<file path="config.mk">
export PLATFORM = sky130hd
export DESIGN_NAME = pbl_bist_ctrl
export DESIGN_NICKNAME = d
export VERILOG_FILES = /design/src/pbl_pkg.sv /design/src/pbl_bist_ctrl.sv /design/src/pbl_prbs_chk.sv
export VERILOG_INCLUDE_DIRS = /design/src
export SDC_FILE = /design/constraint.sdc
export NUM_CORES = 1
export LEC_CHECK = 0
export ABC_AREA = 1
export ABC_CLOCK_PERIOD_IN_PS = 7050
export BUFFER_PORTS_ARGS = -buffer_cell sky130_fd_sc_hd__buf_4
export CORE_MARGIN = 2
export CORE_UTILIZATION = 30
export CTS_BUF_LIST = sky130_fd_sc_hd__clkbuf_4 sky130_fd_sc_hd__clkbuf_8 sky130_fd_sc_hd__clkbuf_16
export DETAILED_ROUTE_END_ITERATION = 10
export SYNTH_ARGS = -nofsm -noshare
export SYNTH_HDL_FRONTEND = slang
export SYNTH_SLANG_ARGS = --single-unit
</file>
<file path="constraint.sdc">
create_clock -name CLK_I -period 7.05 [get_ports CLK_I]
set_clock_uncertainty 0.2 [all_clocks]
set_input_delay 1.41 -clock CLK_I [delete_from_list [all_inputs] [get_ports CLK_I]]
set_output_delay 1.41 -clock CLK_I [all_outputs]
set_load 0.01 [all_outputs]
</file>
<file path="src/pbl_cfg.svh">
`ifndef PBL_CFG_SVH
`define PBL_CFG_SVH

// Register offsets
`define PBL_A_BIST      8'h16
`define PBL_A_XMII      8'h17
`define PBL_A_ERRC      8'h1a
`define PBL_A_ISTS      8'h1b
`define PBL_A_ICLR      8'h1c
`define PBL_A_IEN       8'h1d
`define PBL_A_LPX       8'h1e

// Reset values
`define PBL_BIST_RST    16'h0100
`define PBL_XMII_RST    16'h404d

// Generator and checker counts
`define PBL_PKT_BITS    10'd512
`define PBL_GAP_BITS    10'd96
`define PBL_CONST_BYTE  8'ha5
`define PBL_PRBS_SEED   15'h7fff
`define PBL_LOCK_RUN    5'd31
`define PBL_LOSS_RUN    3'd7
`define PBL_ERR_MAX     16'hffff

`endif

</file>
<file path="src/pbl_pkg.sv">
package pbl_pkg;

    typedef struct packed {
        logic en;
        logic d;
    } pbl_bit_t;

    typedef struct packed {
        logic       res15;
        logic       cmode;
        logic       pktt;
        logic       gen;
        logic       lock;
        logic       loss;
        logic       gst;
        logic [1:0] res8_7;
        logic       lptx;
        logic [3:0] lpsel;
        logic [1:0] low;
    } pbl_bist_t;

    typedef struct packed {
        logic       res15;
        logic [1:0] thr;
        logic       rxdly;
        logic       txdly;
        logic       res10;
        logic       rgmii;
        logic       res8;
        logic       clksel;
        logic       res6;
        logic       rmii;
        logic       rev10;
        logic       ovf_ok;
        logic       unf_ok;
        logic [1:0] ebuf;
    } pbl_xmii_t;

    typedef struct packed {
        logic ovf;
        logic done;
        logic wrap;
        logic loss;
    } pbl_irq_t;

    typedef enum logic [3:0] {
        PBL_LP_NONE = 4'h0,
        PBL_LP_PCS  = 4'h1,
        PBL_LP_ANA  = 4'h2,
        PBL_LP_REV  = 4'h4,
        PBL_LP_RES  = 4'h8
    } pbl_lp_t;

    typedef enum logic [1:0] {
        PBL_MII   = 2'h0,
        PBL_RMII  = 2'h1,
        PBL_RGMII = 2'h2
    } pbl_mode_t;

    typedef enum logic [1:0] {
        PBL_G_IDLE = 2'h0,
        PBL_G_PKT  = 2'h1,
        PBL_G_GAP  = 2'h3,
        PBL_G_DONE = 2'h2
    } pbl_gst_t;

    typedef struct packed {
        logic [14:0] lfsr;
        logic [4:0]  run;
        logic [2:0]  bad;
        logic        lock;
        logic        loss;
        logic        wrap;
        logic [15:0] cnt;
    } pbl_chk_st_t;

    typedef struct packed {
        pbl_bist_t   bist;
        pbl_xmii_t   xmii;
        logic        mac_lp;
        pbl_irq_t    ists;
        pbl_irq_t    ien;
        pbl_gst_t    gst;
        logic [9:0]  gcnt;
        logic [14:0] glfsr;
        pbl_bit_t    ltx;
        pbl_bit_t    p1;
        pbl_bit_t    mrx;
        logic        crs;
        pbl_mode_t   mode;
        logic [15:0] rdata;
        logic        strap_done;
    } pbl_st_t;

    // Feedback of the x^15 + x^14 + 1 sequence
    function automatic logic pbl_prbs_fb(input logic [14:0] s);
        return s[14] ^ s[13];
    endfunction

endpackage

</file>
<file path="src/pbl_bist_ctrl.sv">
`timescale 1ns/10ps
`include "pbl_cfg.svh"

module pbl_bist_ctrl (
    input  wire logic              CLK_I,
    input  wire logic              ARST_N_I,
    input  wire logic [7:0]        REG_ADDR_I,
    input  wire logic [15:0]       REG_WDATA_I,
    input  wire logic              REG_WR_I,
    input  wire logic              REG_RD_I,
    output logic [15:0]            REG_RDATA_O,
    input  wire pbl_pkg::pbl_bit_t MAC_TX_I,
    output pbl_pkg::pbl_bit_t      MAC_RX_O,
    output pbl_pkg::pbl_bit_t      LINE_TX_O,
    input  wire pbl_pkg::pbl_bit_t LINE_RX_I,
    input  wire logic              RX_OVF_I,
    input  wire logic              RX_UNF_I,
    input  wire logic              STRAP_RGMII_I,
    input  wire logic              STRAP_RMII_I,
    input  wire logic              STRAP_CLKSEL_I,
    input  wire logic              STRAP_RXDLY_I,
    input  wire logic              STRAP_TXDLY_I,
    output pbl_pkg::pbl_mode_t     MODE_O,
    output logic                   CRS_DV_O,
    output logic                   ERR_WRAP_O,
    output logic                   IRQ_O
);
    logic [1:0]           rsync_r;
    logic                 rst_n;
    pbl_pkg::pbl_st_t     r;
    pbl_pkg::pbl_st_t     n;
    pbl_pkg::pbl_bist_t   bw;
    pbl_pkg::pbl_xmii_t   xw;
    pbl_pkg::pbl_bit_t    txp;
    pbl_pkg::pbl_bit_t    src;
    pbl_pkg::pbl_irq_t    ev;
    logic                 active;
    logic                 gbit;
    logic [7:0]           const_byte;
    pbl_pkg::pbl_bit_t    ltx_mux;
    logic                 rd_bist;
    logic                 clr_cnt;
    logic                 chk_lock;
    logic                 chk_loss;
    logic                 chk_wrap;
    logic [15:0]          chk_cnt;

    ////////////////////////////////////////////////////////////////////////
    // Reset release
    always_ff @(posedge CLK_I or negedge ARST_N_I) begin
        if (!ARST_N_I) begin
            rsync_r <= 2'h0;
        end else begin
            rsync_r <= {rsync_r[0], 1'b1};
        end
    end
    assign rst_n = rsync_r[1];

    ////////////////////////////////////////////////////////////////////////
    // Checker
    assign rd_bist = REG_RD_I && REG_ADDR_I == `PBL_A_BIST;
    assign clr_cnt = REG_WR_I && REG_ADDR_I == `PBL_A_ERRC;

    pbl_prbs_chk u_chk (
        .clk_i   (CLK_I),
        .rst_n_i (rst_n),
        .en_i    (r.bist.pktt),
        .rx_i    (src),
        .cmode_i (r.bist.cmode),
        .clr_i   (clr_cnt),
        .lock_o  (chk_lock),
        .loss_o  (chk_loss),
        .wrap_o  (chk_wrap),
        .cnt_o   (chk_cnt)
    );

    ////////////////////////////////////////////////////////////////////////
    // Generator and loopback paths
    assign active = r.gst == pbl_pkg::PBL_G_PKT || r.gst == pbl_pkg::PBL_G_GAP;
    assign const_byte = `PBL_CONST_BYTE;
    assign gbit = r.bist.pktt ? pbl_pkg::pbl_prbs_fb(r.glfsr)
                              : const_byte[r.gcnt[2:0]];

    always_comb begin
        txp = MAC_TX_I;
        if (active) begin
            txp.en = r.gst == pbl_pkg::PBL_G_PKT;
            txp.d  = gbit;
        end
    end

    always_comb begin
        src = LINE_RX_I;
        ltx_mux = txp;
        if (r.mac_lp) begin
            src = MAC_TX_I;
            ltx_mux = r.bist.lptx ? txp : '0;
        end else begin
            unique case (r.bist.lpsel)
                pbl_pkg::PBL_LP_PCS, pbl_pkg::PBL_LP_ANA: begin
                    src = txp;
                    ltx_mux = '0;
                end
                pbl_pkg::PBL_LP_REV: begin
                    ltx_mux = LINE_RX_I;
                end
                default: begin
                end
            endcase
        end
    end

    ////////////////////////////////////////////////////////////////////////
    // Next state
    always_comb begin
        n.bist = r.bist;
        n.xmii = r.xmii;
        n.mac_lp = r.mac_lp;
        n.ists = r.ists;
        n.ien = r.ien;
        n.gst = r.gst;
        n.gcnt = r.gcnt;
        n.glfsr = r.glfsr;
        n.ltx = ltx_mux;
        n.strap_done = 1'b1;
        n.rdata = '0;
        ev = '0;
        bw = pbl_pkg::pbl_bist_t'(REG_WDATA_I);
        xw = pbl_pkg::pbl_xmii_t'(REG_WDATA_I);

        unique case (r.gst)
            pbl_pkg::PBL_G_IDLE: begin
                n.gcnt = '0;
                n.glfsr = `PBL_PRBS_SEED;
                if (r.bist.gen) begin
                    n.gst = pbl_pkg::PBL_G_PKT;
                end
            end
            pbl_pkg::PBL_G_PKT: begin
                n.gcnt = r.gcnt + 10'h001;
                if (r.bist.pktt) begin
                    n.glfsr = {r.glfsr[13:0], gbit};
                end
                if (r.gcnt == `PBL_PKT_BITS - 10'h001) begin
                    n.gcnt = '0;
                    if (r.bist.pktt) begin
                        n.gst = pbl_pkg::PBL_G_GAP;
                    end else begin
                        n.gst = pbl_pkg::PBL_G_DONE;
                        ev.done = 1'b1;
                    end
                end
                if (!r.bist.gen) begin
                    n.gst = pbl_pkg::PBL_G_IDLE;
                end
            end
            pbl_pkg::PBL_G_GAP: begin
                n.gcnt = r.gcnt + 10'h001;
                if (r.gcnt == `PBL_GAP_BITS - 10'h001) begin
                    n.gcnt = '0;
                    n.gst = pbl_pkg::PBL_G_PKT;
                end
                if (!r.bist.gen) begin
                    n.gst = pbl_pkg::PBL_G_IDLE;
                end
            end
            pbl_pkg::PBL_G_DONE: begin
                if (!r.bist.gen) begin
                    n.gst = pbl_pkg::PBL_G_IDLE;
                end
            end
        endcase

        if (!r.strap_done) begin
            n.xmii.rgmii = STRAP_RGMII_I;
            n.xmii.rmii = STRAP_RMII_I;
            n.xmii.clksel = STRAP_CLKSEL_I;
            n.xmii.rxdly = STRAP_RXDLY_I;
            n.xmii.txdly = STRAP_TXDLY_I;
        end

        if (REG_RD_I) begin
            unique case (REG_ADDR_I)
                `PBL_A_BIST: begin
                    n.rdata = r.bist;
                    n.rdata[11] = chk_lock;
                    n.rdata[9] = active;
                end
                `PBL_A_XMII: begin
                    n.rdata = r.xmii;
                    n.xmii.ovf_ok = 1'b1;
                    n.xmii.unf_ok = 1'b1;
                end
                `PBL_A_ERRC: n.rdata = chk_cnt;
                `PBL_A_ISTS: n.rdata = {12'h000, r.ists};
                `PBL_A_IEN:  n.rdata = {12'h000, r.ien};
                `PBL_A_LPX:  n.rdata = {15'h0000, r.mac_lp};
                default:     n.rdata = '0;
            endcase
            if (rd_bist) begin
                n.bist.loss = 1'b0;
            end
        end

        if (REG_WR_I) begin
            unique case (REG_ADDR_I)
                `PBL_A_BIST: begin
                    n.bist.cmode = bw.cmode;
                    n.bist.pktt = bw.pktt;
                    n.bist.gen = bw.gen;
                    n.bist.lptx = bw.lptx;
                    n.bist.lpsel = bw.lpsel;
                    n.bist.low = bw.low;
                end
                `PBL_A_XMII: begin
                    xw.res15 = 1'b0;
                    xw.ovf_ok = n.xmii.ovf_ok;
                    xw.unf_ok = n.xmii.unf_ok;
                    n.xmii = xw;
                end
                `PBL_A_ICLR: n.ists = r.ists & ~REG_WDATA_I[3:0];
                `PBL_A_IEN:  n.ien = REG_WDATA_I[3:0];
                `PBL_A_LPX:  n.mac_lp = REG_WDATA_I[0];
                default: begin
                end
            endcase
        end

        // Hardware events win over clears
        if (chk_loss) begin
            n.bist.loss = 1'b1;
        end
        if (RX_OVF_I) begin
            n.xmii.ovf_ok = 1'b0;
        end
        if (RX_UNF_I) begin
            n.xmii.unf_ok = 1'b0;
        end
        ev.loss = chk_loss;
        ev.wrap = chk_wrap;
        ev.ovf = RX_OVF_I;
        n.ists = n.ists | ev;

        if (n.xmii.rgmii) begin
            n.mode = pbl_pkg::PBL_RGMII;
        end else if (n.xmii.rmii) begin
            n.mode = pbl_pkg::PBL_RMII;
        end else begin
            n.mode = pbl_pkg::PBL_MII;
        end

        n.p1 = src;
        n.mrx = r.p1;
        n.crs = r.p1.en;
        if (r.mode == pbl_pkg::PBL_RMII && !r.xmii.rev10 && r.p1.en
            && !src.en) begin
            n.crs = !r.crs;
        end
    end

    always_ff @(posedge CLK_I or negedge rst_n) begin
        if (!rst_n) begin
            r <= '{bist: `PBL_BIST_RST, xmii: `PBL_XMII_RST,
                   gst: pbl_pkg::PBL_G_IDLE, glfsr: `PBL_PRBS_SEED,
                   mode: pbl_pkg::PBL_MII, default: '0};
        end else begin
            r <= n;
        end
    end

    assign REG_RDATA_O = r.rdata;
    assign MAC_RX_O    = r.mrx;
    assign LINE_TX_O   = r.ltx;
    assign MODE_O      = r.mode;
    assign CRS_DV_O    = r.crs;
    assign ERR_WRAP_O  = chk_wrap;
    assign IRQ_O       = |(r.ists & r.ien);
endmodule // pbl_bist_ctrl

</file>
<file path="src/pbl_prbs_chk.sv">
`timescale 1ns/10ps
`include "pbl_cfg.svh"

module pbl_prbs_chk (
    input  wire logic              clk_i,
    input  wire logic              rst_n_i,
    input  wire logic              en_i,
    input  wire pbl_pkg::pbl_bit_t rx_i,
    input  wire logic              cmode_i,
    input  wire logic              clr_i,
    output logic                   lock_o,
    output logic                   loss_o,
    output logic                   wrap_o,
    output logic [15:0]            cnt_o
);
    pbl_pkg::pbl_chk_st_t r;
    pbl_pkg::pbl_chk_st_t n;
    logic                 miss;

    always_comb begin
        n = r;
        n.loss = 1'b0;
        n.wrap = 1'b0;
        miss = rx_i.d != pbl_pkg::pbl_prbs_fb(r.lfsr);
        if (!en_i) begin
            n.lock = 1'b0;
            n.run = '0;
            n.bad = '0;
        end else if (rx_i.en) begin
            n.lfsr = {r.lfsr[13:0], rx_i.d};
            if (!r.lock) begin
                n.run = miss ? 5'h00 : r.run + 5'h01;
                n.lock = !miss && r.run == `PBL_LOCK_RUN;
            end else if (miss) begin
                n.bad = r.bad + 3'h1;
                if (r.bad == `PBL_LOSS_RUN) begin
                    n.lock = 1'b0;
                    n.loss = 1'b1;
                    n.run = '0;
                    n.bad = '0;
                end
                if (r.cnt != `PBL_ERR_MAX) begin
                    n.cnt = r.cnt + 16'h0001;
                end else if (cmode_i) begin
                    n.cnt = '0;
                    n.wrap = 1'b1;
                end // Single mode holds at max
            end else begin
                n.bad = '0;
            end
        end
        if (clr_i) begin
            n.cnt = '0;
        end
    end

    always_ff @(posedge clk_i or negedge rst_n_i) begin
        if (!rst_n_i) begin
            r <= '{lfsr: `PBL_PRBS_SEED, default: '0};
        end else begin
            r <= n;
        end
    end

    assign lock_o = r.lock;
    assign loss_o = r.loss;
    assign wrap_o = r.wrap;
    assign cnt_o  = r.cnt;
endmodule // pbl_prbs_chk

</file>
# ---- Word level (Yosys, flattened, before mapping)
# Memories as Yosys holds them, arrays and structs flattened.
# Index checks and enable logic that the tools add are counted.
dict set report op_classes {
  eq_ne 29
  reduce_logical 34
  n_mux 59
  order_cmp 1
  add_sub_neg 4
  bitwise_logic 6
}
# operator n
set ops {}
lappend ops {{16-bit case mux with 6 select lines} 1}
lappend ops {{8-bit by 5-bit == test with 1-bit output, second input constant} 7}
lappend ops {{16-bit two-way mux} 3}
lappend ops {{18-bit two-way mux} 2}
lappend ops {{10-bit case mux with 3 select lines} 1}
lappend ops {{15-bit case mux with 2 select lines} 1}
lappend ops {{27-bit two-way mux} 1}
lappend ops {{2-bit two-way mux} 13}
lappend ops {{12-bit two-way mux} 2}
lappend ops {{22-bit two-way mux} 1}
lappend ops {{1-bit two-way mux} 19}
lappend ops {{19-bit two-way mux} 1}
lappend ops {{17-bit two-way mux} 1}
lappend ops {{16-bit by 1-bit adder with 16-bit output, second input constant} 1}
lappend ops {{16-bit inequality test, second input constant} 1}
lappend ops {{2-bit AND reduction} 8}
lappend ops {{15-bit two-way mux} 1}
lappend ops {{5-bit two-way mux} 3}
lappend ops {{2-bit nonzero test} 7}
lappend ops {{13-bit two-way mux} 1}
lappend ops {{10-bit by 1-bit adder with 10-bit output, second input constant} 1}
lappend ops {{10-bit by 7-bit == test with 1-bit output, second input constant} 1}
lappend ops {{10-bit by 9-bit == test with 1-bit output, second input constant} 1}
lappend ops {{10-bit two-way mux} 1}
lappend ops {{other kinds (34)} 54}
dict set report word_totals {
  inputBits 39
  wordCells 184
  output_inout_bits 25
  rom_bits 8
  n_memories 1
  regBits 132
}
# name words width read_ports rd_ports_with_merged_regs write_ports line_no
set memory_table {}
lappend memory_table {{(name not given)} 8 1 1 0 0 pbl_bist_ctrl.sv:82} ;# : const_byte[r.gcnt[2:0]];

# ---- Longest topological paths before layout
dict set report depth {
  ltp_word 13
  ltp_mapped 16
  mapped_depth_nobuf 16
}

# ---- Modules after synthesis
# Synthesis repeated with hierarchy kept, for this count alone.
dict set report unflattened {
  cells_unflattened 893
  area_unflattened_um2 7034.2
}
# mod cells_per_inst seq_area_each_um2 area_each_um2 instances
set modules_own_cells {}
lappend modules_own_cells {pbl_bist_ctrl 572 2252.2 4624.4 1}
lappend modules_own_cells {pbl_prbs_chk 321 1069.8 2409.8 1}

# ---- Least setup slack after synthesis
# No wires, ideal clock.
dict set report synth_path {
  kind {input to register}
  start {input port REG_ADDR_I[4]}
  end {register u_chk.r, in the netlist u_chk.cnt_o[3]}
  arrival_time_ns 2.461
  setup_ns 0.080
  n_path_buf 1
  path_stages 12
  path_slack_ns 4.310
  required_ns 6.770
  cell_sequence {inv_1 -> nor2_1 -> nand2_1 -> inv_1 -> nand2_1 -> inv_2 -> nand2_1 -> nand2_1 -> nor2_2 -> nand2_4 -> buf_6 -> o22ai_2}
}
dict set report synth_via {
  elab_chain_cells 4
  word_cells_on_any_way 9
  cone_classes {1 x eq/ne; 1 x mux; 7 x reduce/logical}
}
# element line_no
set synth_rtl {}
lappend synth_rtl {{start, declared} pbl_bist_ctrl.sv:7} ;# input wire logic [7:0] REG_ADDR_I,
lappend synth_rtl {{8-bit by 5-bit == test with 1-bit output (*)} -}
lappend synth_rtl {{1-bit logical AND (no source line) (*)} -}
lappend synth_rtl {{3-bit nonzero test (no source line) / 2-bit nonzero test (equally long branches)} -}
lappend synth_rtl {{5-bit AND reduction (no source line)} -}
lappend synth_rtl {{end signal, assigned} pbl_prbs_chk.sv:61} ;# r <= n;
lappend synth_rtl {{end, declared} pbl_prbs_chk.sv:16} ;# pbl_pkg::pbl_chk_st_t r;
# Every way passes the cells marked *; elsewhere a longest branch is shown, timed or not.
# A chain may end at the register's enable or synchronous reset.

==> results.toml <==
[outcome]
status = "completed"

[layout]
final_util = 0.362
drive_gt1_frac = 0.228
finalNetCount = 823
seq_area_um2 = 3330
n_antenna_cell = 0
area_delta_synth_final_pct = 19.2
multi_input_area_um2 = 2380
fill_cells = 2173

[die]
die_w_um = 150
die_y_um = 150
die-area_um2 = 22400
core_um2 = 21000
initial_utilization = 0.304
rows = 53
ios = 64

[clock_network]
clock_latency_ns = 0.42
htreeDepth = 4
postCtsSetupRepairBufs = 0
cts_made_buffers = 17
cts.path.max_buffers = 2
cts_resized = 0
hold_buffers = 0
cts.sinks = 131
cts_tree = "done"
clkTransAtPathRegs_ns = 0.06
cts-root-buf = "clkbuf_16"

[timing]
max_freq_mhz = 279
slew-limit-headroom = 0.318
min_period_over_period = 0.509
tightest_slew_ns = 1.02
rsz0062_at_grt = "no"
setup_violations = 0
drv_slew = 0
setup_tns_ns = 0
final.min_clock_period_ns = 3.59
report.final.hold_viol_count = 0

[synthesis]
synth_simple_gate_area_frac = 0.197
synth_top_cell_area_share = 0.377
synth_compound_area_frac = 0.141
synth.yosys.seq_area_share = 0.521
yosysMostFrequentCell = "nand2_1"
ys_ff_latch = 131
synth_cell_types = 48
yosys_warnings = 0
synth_area_leader_cell = "dfrtp_1"
synthMuxAreaShare = 0
synth_fa_ha_area_frac = 0.0118
synthArstFlopShare = 1.00
synth_edf_count = 0
netlist_instances = 732
netlist_top_cells_count = "177 x nand2_1, 96 x dfrtp_1, 96 x inv_1"
synth-main-ff-cell = "dfrtp_1"
synth_area_leaders = "dfrtp_1 38%, dfstp_2 14%, nand2_1 10%"
synth_top_family_by_area = "simple AND/OR/NAND/NOR gates"
syn_area_per_cell_um2 = 8.70
synth_xor_area_frac = 0.0234
synth_area_um2 = 6370

[placed_design]
io_buffers = 62
routabilityCongestion = 0.859
dp_hpwl_um = 10600

[setup_path]
cp-end-kind = "flop"
worstSetupStartpointType = "primary input"
cp.required_ns = 7.17
startpoint = "REG_ADDR_I[7]"
path_class = "primary input to flop"
crit_fanout = 24
rr_startpoint = "r[51]"
cp_data_arrival_time_ns = 3.71

[detailed_routing]
routedWlPerCell_um = 13.9
drt_iter0_markers = 381
drcViolationCount = 0
num_vias = 4851
via_per_inst = 4.55
ant_nets = 0
drtPass1Iterations = 5
routed_wl_um = 14800

[global_routing]
track_usage = 0.141
antenna_found_initial = 0
grt_pass1_vias = 4665
grt_overflow = 0
grt_start_max_net_pins = 81
grt_pass1_wl_um = 24200

[pwr]
p_per_area_nw_per_um2 = 271
ir_drop_v = 0.000127
power.leakage_nw = 3.66

[run]
drv_cap = 0

[min_path]
hp-class = "flop to flop"
hold_start = "rsync_r[0]"
cell type report:
class | instances | share of cell area
inverter | 111 | 0.0552
tap | 275 | 0.0453
timing repair buffer | 64 | 0.0633
multi-input combinational | 453 | 0.314
clock buffer | 27 | 0.0770
sequential | 131 | 0.438
clock inverter | 5 | 0.00725
cell families (layout without fill, tap and decap cells):
group / after synthesis / after routing
AOI/OAI and AO/OA: 137 / 137
xor gates and xnor gates: 17 / 17
adders and majority gates: 6 / 6
buffers and inverters: 149 / 207
DFF: 131 / 131
other: 1 / 2
and+or+nand+nor: 291 / 291
critical path, stage by stage:
cell and delay [ns]:
buf_4 0.11, nor2_1 0.09, nand2_1 0.07, inv_1 0.09, nand2_1 0.09, nor2_2 0.57, nand2_1 0.69, nor2_1 0.24
a31oi_1 0.08, a211oi_1 0.24
sequential cells by signal, indices dropped and copies added, names as in the netlist:
signal / count
rsync_r: 2
u_chk.wrap_o: 1
LINE_TX_O: 2
u_chk.cnt_o: 16
n: 2
CRS_DV_O: 1
u_chk.loss_o: 1
MODE_O: 2
u_chk.r: 23
u_chk.lock_o: 1
r: 62
REG_RDATA_O: 16
MAC_RX_O: 2
routing by layer:
layer  routed length, um  part of all wire  track usage  vias to the layer above
met5                   0                 0            0                        -
met3                 661             0.045       0.0354                        4
li1                    -                 -            -                     2445
met4                  76            0.0051       0.0453                        0
met2                7150              0.48        0.227                       79
met1                6950              0.47        0.187                     2323
stage by stage:
stage / worst slack [ns] / hold WS (ns) / instance area [um2] / power [mW] / std cells
CTS: 3.40 / 0.147 / 7590 / 2.08 / 1066
global placement: 3.05 / 0.132 / 6950 / 1.14 / 1034
detailed placement: 3.00 / 0.135 / 6950 / 1.14 / 1034
global route: 3.23 / 0.152 / 7590 / 2.16 / 1066
floorplan: 2.99 / 0.131 / 6370 / 1.06 / 733
finish: 3.46 / 0.146 / 7590 / 2.06 / 1066
power by group:
part           leakage [nW]  total (mW)  internal (mW)  switching, mW
clock                 0.322       0.926          0.603          0.322
sequential             1.58       0.865          0.811         0.0544
combinational          1.75       0.266         0.0968          0.169
total                  3.66        2.06           1.51          0.546
path summary, 6_finish.rpt:
| check | end | slack [ns] | cells after the start |
|---|---|---|---|
| worst min register to register | rsync_r[1] | 0.15 | 0 |
| worst max-delay path | MODE_O[0] | 3.46 | 10 |
| max in group asynchronous | r[59] | 5.11 | 1 |
| worst min-delay path | rsync_r[1] | 0.15 | 0 |
| min in group asynchronous | n[20] | 0.30 | 0 |
| worst max register to register | r[34] | 4.49 | 4 |
placed cells by master, fill, tap and decap left out, types with 5 or more instances in the layout:
cell,count
dfstp_2,35
nand4_1,8
nor2_1,52
inv_2,13
o22ai_2,8
o21ai_1,13
clkbuf_16,20
ha_1,6
a21oi_1,10
nand3_1,24
dfrtp_1,95
nand2_2,6
nand2_1,177
inv_1,96
o21ai_0,42
a22oi_1,13
a31oi_1,8
clkbuf_8,5
buf_4,64
nor3_1,5
xor2_1,13
o22ai_1,19
a221oi_1,5
(Power assumes the default switching activity.)
